**config.mk**
```make
export PLATFORM = sky130hd
export DESIGN_NAME = command_source_combiner
export DESIGN_NICKNAME = d
export VERILOG_FILES = /design/src/logic/source_mix.v /design/src/logic/command_source_combiner.v
export VERILOG_INCLUDE_DIRS = /design/src /design/src/logic
export SDC_FILE = /design/constraint.sdc
export NUM_CORES = 1
export LEC_CHECK = 0
export BUFFER_PORTS_ARGS = -buffer_cell sky130_fd_sc_hd__buf_2
export CORE_MARGIN = 5
export CORE_UTILIZATION = 25
export CTS_CLUSTER_DIAMETER = 100
export DETAILED_ROUTE_END_ITERATION = 12
export PLACE_DENSITY = 0.57
export SLEW_MARGIN = 25
export SYNTH_ARGS = -nofsm -noshare
export SYNTH_HDL_FRONTEND = slang
export SYNTH_SLANG_ARGS = --single-unit
export TNS_END_PERCENT = 5
```
**constraint.sdc**
```tcl
create_clock -name pclk -period 1.1 [get_ports pclk]
set_input_delay 0.055 -clock pclk [delete_from_list [all_inputs] [get_ports pclk]]
set_output_delay 0.055 -clock pclk [all_outputs]
set_load 0.01 [all_outputs]
```
**src/logic/command_source_map.vh**
```
`ifndef COMMAND_SOURCE_MAP_VH
`define COMMAND_SOURCE_MAP_VH
`define SRC_DIGITAL 2'h0
`define SRC_SERIAL 2'h1
`define SRC_AND 2'h2
`define SRC_OR 2'h3
`define SRC_RESET 2'h3
`define ADDR_START_SEL 12'h000
`define ADDR_REVERSE_SEL 12'h004
`define ADDR_SETUP_SEL 12'h008
`define ADDR_PRESET_SEL 12'h00C
`define ADDR_SERIAL_CMD 12'h010
`define ADDR_STATUS 12'h014
`define SER_START_BIT 0
`define SER_REVERSE_BIT 1
`define SER_SETUP_LSB 2
`define SER_PRESET_LSB 4
`endif

```
**src/logic/source_mix.v**
```verilog
`timescale 1ns/100ps
module source_mix #(
	parameter W = 1
) (
	input wire [1:0] sel,
	input wire [W-1:0] dig,
	input wire [W-1:0] ser,
	output reg [W-1:0] mix
);
`include "command_source_map.vh"
	// bitwise combine, so multi-bit codes follow the same four modes
	always @* begin
		case (sel)
			`SRC_DIGITAL: mix = dig;
			`SRC_SERIAL: mix = ser;
			`SRC_AND: mix = dig & ser;
			`SRC_OR: mix = dig | ser;
			default: mix = dig | ser;
		endcase
	end
endmodule

```
**src/logic/command_source_combiner.v**
```verilog
// The implementer's own choices: the register offsets and register access over APB.
`timescale 1ns/100ps
// How it works
// - each selector decodes 0 digital only, 1 serial only, 2 AND of both, 3 OR of both.
// - start is asserted only when the selected combination of start inputs is 1.
// - reverse (anti-clockwise) follows the selected combination of reversing inputs.
// - in modes 0 and 1 the 2-bit setup code is taken from digital or serial bits, 00..11 meaning setup 1..4.
// - in modes 2 and 3 the setup code is the bitwise AND or OR of bus and digital codes.
// - preset reference uses its own selector with the same four codes.
// - in serial-only mode a command comes only from the serial bit, whatever the digital level.
module command_source_combiner (
	input wire pclk,
	input wire presetn,
	input wire psel,
	input wire penable,
	input wire pwrite,
	input wire [11:0] paddr,
	input wire [31:0] pwdata,
	output reg [31:0] prdata,
	output wire pready,
	output wire pslverr,
	input wire din_start,
	input wire din_reverse,
	input wire [1:0] din_setup,
	input wire [1:0] din_preset,
	output reg start_q,
	output reg reverse_q,
	output reg [1:0] setup_q,
	output reg [1:0] preset_q
);
`include "command_source_map.vh"
	// six terminal bits: start, reverse, two setup, two preset
	localparam PIN_W = 6;

	reg [1:0] start_sel_q;
	reg [1:0] reverse_sel_q;
	reg [1:0] setup_sel_q;
	reg [1:0] preset_sel_q;
	reg [5:0] ser_cmd_q;
	reg [31:0] rdata_d;
	wire [PIN_W-1:0] din_all;
	wire [PIN_W-1:0] din_sync;
	wire start_d;
	wire reverse_d;
	wire [1:0] setup_d;
	wire [1:0] preset_d;
	wire setup_phase;
	wire access;
	wire in_range;
	wire aligned;
	wire mapped;
	wire wr_en;
	wire rd_load;
	wire hit_start_sel;
	wire hit_reverse_sel;
	wire hit_setup_sel;
	wire hit_preset_sel;
	wire hit_ser_cmd;

	assign din_all = {din_preset, din_setup, din_reverse, din_start};
	// terminals are asynchronous pins: two flops per bit before any logic reads them
	genvar b;
	generate
		for (b = 0; b < PIN_W; b = b + 1) begin : g_sync
			reg meta_q;
			reg stable_q;
			always @(posedge pclk or negedge presetn) begin
				if (!presetn) begin
					meta_q <= 1'h0;
					stable_q <= 1'h0;
				end else begin
					meta_q <= din_all[b];
					stable_q <= meta_q;
				end
			end
			assign din_sync[b] = stable_q;
		end
	endgenerate

	// zero wait states: every access phase ends at its first edge
	assign pready = 1'h1;
	assign setup_phase = psel & ~penable;
	assign access = psel & penable;
	assign in_range = (paddr <= `ADDR_STATUS);
	assign aligned = (paddr[1:0] == 2'h0);
	assign mapped = in_range & aligned;
	// refused writes leave every register untouched; a refused read loads prdata with zero
	assign pslverr = access & ~mapped;
	assign wr_en = access & pwrite & mapped;
	// read data is latched in the setup phase, so it stands from a flop through the access phase
	assign rd_load = setup_phase & ~pwrite;
	assign hit_start_sel = (paddr == `ADDR_START_SEL);
	assign hit_reverse_sel = (paddr == `ADDR_REVERSE_SEL);
	assign hit_setup_sel = (paddr == `ADDR_SETUP_SEL);
	assign hit_preset_sel = (paddr == `ADDR_PRESET_SEL);
	assign hit_ser_cmd = (paddr == `ADDR_SERIAL_CMD);

	// a selector write keeps only the two low bits
	always @(posedge pclk or negedge presetn) begin
		if (!presetn) begin
			start_sel_q <= `SRC_RESET;
		end else if (wr_en && hit_start_sel) begin
			start_sel_q <= pwdata[1:0];
		end
	end

	always @(posedge pclk or negedge presetn) begin
		if (!presetn) begin
			reverse_sel_q <= `SRC_RESET;
		end else if (wr_en && hit_reverse_sel) begin
			reverse_sel_q <= pwdata[1:0];
		end
	end

	always @(posedge pclk or negedge presetn) begin
		if (!presetn) begin
			setup_sel_q <= `SRC_RESET;
		end else if (wr_en && hit_setup_sel) begin
			setup_sel_q <= pwdata[1:0];
		end
	end

	always @(posedge pclk or negedge presetn) begin
		if (!presetn) begin
			preset_sel_q <= `SRC_RESET;
		end else if (wr_en && hit_preset_sel) begin
			preset_sel_q <= pwdata[1:0];
		end
	end

	// stands in for the control bits latched from the serial link
	always @(posedge pclk or negedge presetn) begin
		if (!presetn) begin
			ser_cmd_q <= 6'h00;
		end else if (wr_en && hit_ser_cmd) begin
			ser_cmd_q <= pwdata[5:0];
		end
	end

	// status is read-only; a write to it completes without effect
	always @* begin
		case (paddr)
			`ADDR_START_SEL: rdata_d = {30'h0, start_sel_q};
			`ADDR_REVERSE_SEL: rdata_d = {30'h0, reverse_sel_q};
			`ADDR_SETUP_SEL: rdata_d = {30'h0, setup_sel_q};
			`ADDR_PRESET_SEL: rdata_d = {30'h0, preset_sel_q};
			`ADDR_SERIAL_CMD: rdata_d = {26'h0, ser_cmd_q};
			`ADDR_STATUS: rdata_d = {26'h0, preset_q, setup_q, reverse_q, start_q};
			default: rdata_d = 32'h0;
		endcase
	end

	always @(posedge pclk or negedge presetn) begin
		if (!presetn) begin
			prdata <= 32'h0;
		end else if (rd_load) begin
			prdata <= rdata_d;
		end
	end

	// outputs are flops so the drive never sees decode glitches
	// start: high runs the motor, low stops it
	source_mix #(.W(1)) u_start (
		.sel(start_sel_q),
		.dig(din_sync[0]),
		.ser(ser_cmd_q[`SER_START_BIT]),
		.mix(start_d)
	);
	always @(posedge pclk or negedge presetn) begin
		if (!presetn) begin
			start_q <= 1'h0;
		end else begin
			start_q <= start_d;
		end
	end

	// reverse: high is anti-clockwise, low clockwise
	source_mix #(.W(1)) u_reverse (
		.sel(reverse_sel_q),
		.dig(din_sync[1]),
		.ser(ser_cmd_q[`SER_REVERSE_BIT]),
		.mix(reverse_d)
	);
	always @(posedge pclk or negedge presetn) begin
		if (!presetn) begin
			reverse_q <= 1'h0;
		end else begin
			reverse_q <= reverse_d;
		end
	end

	// setup code 0..3 names active setup 1..4
	source_mix #(.W(2)) u_setup (
		.sel(setup_sel_q),
		.dig(din_sync[3:2]),
		.ser(ser_cmd_q[`SER_SETUP_LSB+1:`SER_SETUP_LSB]),
		.mix(setup_d)
	);
	always @(posedge pclk or negedge presetn) begin
		if (!presetn) begin
			setup_q <= 2'h0;
		end else begin
			setup_q <= setup_d;
		end
	end

	// preset reference code, combined bitwise like setup
	source_mix #(.W(2)) u_preset (
		.sel(preset_sel_q),
		.dig(din_sync[5:4]),
		.ser(ser_cmd_q[`SER_PRESET_LSB+1:`SER_PRESET_LSB]),
		.mix(preset_d)
	);
	always @(posedge pclk or negedge presetn) begin
		if (!presetn) begin
			preset_q <= 2'h0;
		end else begin
			preset_q <= preset_d;
		end
	end
endmodule

```
==> impl_results.md <==
- FILL cells: between 700 and 800
- Area occupied by multi-input gates: 788 sq um
- DR pass1 iterations: 4
- Core Region: 7180 sq um
- Fraction of layout cells with a size suffix above 1: 44.5%
- Synth area leaders: dfrtp_1 (41%), buf_4 (12%), dfstp_2 (12%)
- Post-DR wirelength/cell: 12.1 um
- Design area: about 2500 sq um
- Worst-path maximum fanout: 2
- Synthesis Warnings: 0
- Sequential share of the synthesized area: 52.8%
- Final setup viols: 21
- Clock sinks: 38
- P_leak: 1.16 nW
- Reg clk slew, reported paths: around 70 ps
- Fin crit period: 1460 ps
- DPL Wire Length: 3100 um
- Setup crit end kind: primary output
- DRC: 0
- GPL Wtd Cong: 0.736
- Setup Slack @ Placement: -715 ps
- Min setup slack post-route: -360 ps
- Row cnt: 31
- Met3 GRT Util: 3.39%
- Die Area: between 9000 and 10000 sq um
- Final std cells w/o fill: roughly 340
- Tcrit/Tclk final: 133%
- Failing checks: setup timing
- Via count: ~1300
- Max-slew violation count: 0
- Syn Inst Count: 162
- Min-Delay Path Class: in -> reg
- Final hold violation count: 0
- Synth cell count leaders: dfrtp_1 (30), buf_4 (28), nand2_1 (15), o21ai_0 (15)
- GRT busiest layer: met2
- Reg2Reg Depth: 4
- Via density: 3.98
- CP arrival: 1410 ps
- Pin count of the biggest net entering global routing: 39
- Setup_tns: -6610 ps
- CTS Buf Count: 5
- Count of cell types in the netlist: 29
- Die H: 95.3 um
- Most used DFF post-synth: dfrtp_1
- CTS tree: built
- M1 GR Usage: 11.6%
- Post-DRT Antenna Nets: 0
- P per Cell Area: roughly 1200 nW/um^2
- Worst setup SP type: input pin
- Post-synth EDFFs: 0
- Die width: 95.3 um
- Yosys top cell area share: about two fifths
- Vias in the first global route: 1311
- Area delta synth->final: 37.5%
- H-tree Lvls: 2
- Hold path depth: 2
- Met2 GRT Util: 15.1%
- Required time worst endpoint: 1040 ps
- GRT Util Overall: a little over 9%
- Placed inst area: 2200 sq um
- Count leader, synth: dfrtp_1
- Register bit count reported by yosys: 38
- CTS root buf: clkbuf_8
- Nets: 291
- WL final: 4040 um
- Hold_ws: 10.7 ps
- Sequential Area: 961 sq um
- Initial antenna violation count: 0
- Placed Cells incl. Taps: between 300 and 400
- Status: finished with violations
- Largest area contributor in the netlist: dfrtp_1
- Antenna fix cells: 0
- Number of port buffers: 41
- Max-cap violations: 0
- GRT overflow: 0
- RSZ-0062 raised after global routing: yes
- Fmax: about 0.68 GHz
- Asr flop ratio synth: 100%
- Top Ports: 95
- Initial Util: 25.4%
- Initial DRC count: 77
- Critical path class: in -> out
- Synth Cell Area: 1820 sq um
- Peak supply drop: 0.514 mV
- Worst skew pair latency: 280 ps
- Clk buf depth: 2
- First-pass GRT wire length: 6450 um
- Clock Skew: between 2 and 2.5 ps
- Syn_area_per_cell: 11.2 sq um
==> critical path: stages <==
cell	delay [ps]
buf_6	90
or4_4	550
buf_6	140
buf_6	110
nor3_2	140
buf_4	140
a21oi_2	40
buf_2	140
==> state kept, by name (all words and copies together), names as in the netlist <==
name             flops
g_sync.meta_q        6
g_sync.stable_q      6
prdata               6
preset_q             2
preset_sel_q         2
reverse_q            1
reverse_sel_q        2
ser_cmd_q            6
setup_q              2
setup_sel_q          2
start_q              1
start_sel_q          2
==> cells in the final DEF, fill, tap and decap left out, types with 6 or more instances in the layout <==
cell type	n
dlygate4sd3_1	9
nand2_1	15
o21ai_0	10
mux2_4	6
buf_4	19
a21oi_1	7
conb_1	27
clkbuf_8	6
dfrtp_1	30
dfstp_2	8
buf_2	40
mux2_2	8
==> layout make-up <==
| class | count | share of cell area (%) |
|---|---|---|
| multi-input cells | 115 | 31.5 |
| well taps | 99 | 4.95 |
| clock inverters | 1 | 1.20 |
| inverters | 2 | 0.300 |
| clock buffers | 6 | 3.30 |
| repair buffers | 74 | 20.3 |
| flip-flops and latches | 38 | 38.4 |
==> cell families (layout without fill, tap and decap cells) <==
kind of cell,count (synthesis),in the layout,synth area share (%)
AOI/OAI and AO/OA,29,29,8.93
xor gates and xnor gates,2,2,0.962
buffers and inverters,34,83,12.9
DFF,38,38,52.8
muxes,18,18,10.9
other,2,27,0.413
and+or+nand+nor,39,39,13.2
==> final timing paths <==
check / from / to / slack, ps
min in group asynchronous: presetn / g_sync[3].meta_q / 260
max in group asynchronous: presetn / start_sel_q[0] / 590
setup / recovery: paddr[6] / pslverr / -360
hold / removal: pwdata[4] / ser_cmd_q[4] / 10
hold reg to reg: g_sync[1].meta_q / g_sync[1].stable_q / 350
setup reg to reg: start_sel_q[1] / prdata[1] / -100
==> timing repair <==
item / CTS / global route
hold buffers: 7 / 2
endpoints found under the hold margin: 44 / 2
gates resized for setup: 22 / 2
buffers inserted: 1 / 0
endpoints found under the setup margin: 21 / 22
pin swaps: 6 / 1
==> metrics by stage <==
| stage | power, mW | util, % |
|---|---|---|
| floorplan | 1.67 | - |
| global placement | 1.76 | 30.7 |
| detailed placement | 1.76 | 30.7 |
| CTS | 3.00 | 34.5 |
| global route | 3.11 | 34.9 |
| finish | 2.96 | 34.9 |
==> routing by layer <==
metal  vias up  share of wire [%]
met1       620                 41
met4         0               0.77
li1        658                  -
met5         -                  0
met2        52                 48
met3         4                9.9
==> power by group <==
group          leakage, nW  total [mW]  internal, mW  switching [mW]
combinational        0.645       0.310         0.132           0.179
sequential           0.456        1.47          1.44          0.0209
clock               0.0573        1.18         0.725           0.459
total                 1.16        2.96          2.30           0.659
No activity file was read; power rests on OpenSTA's default activity.
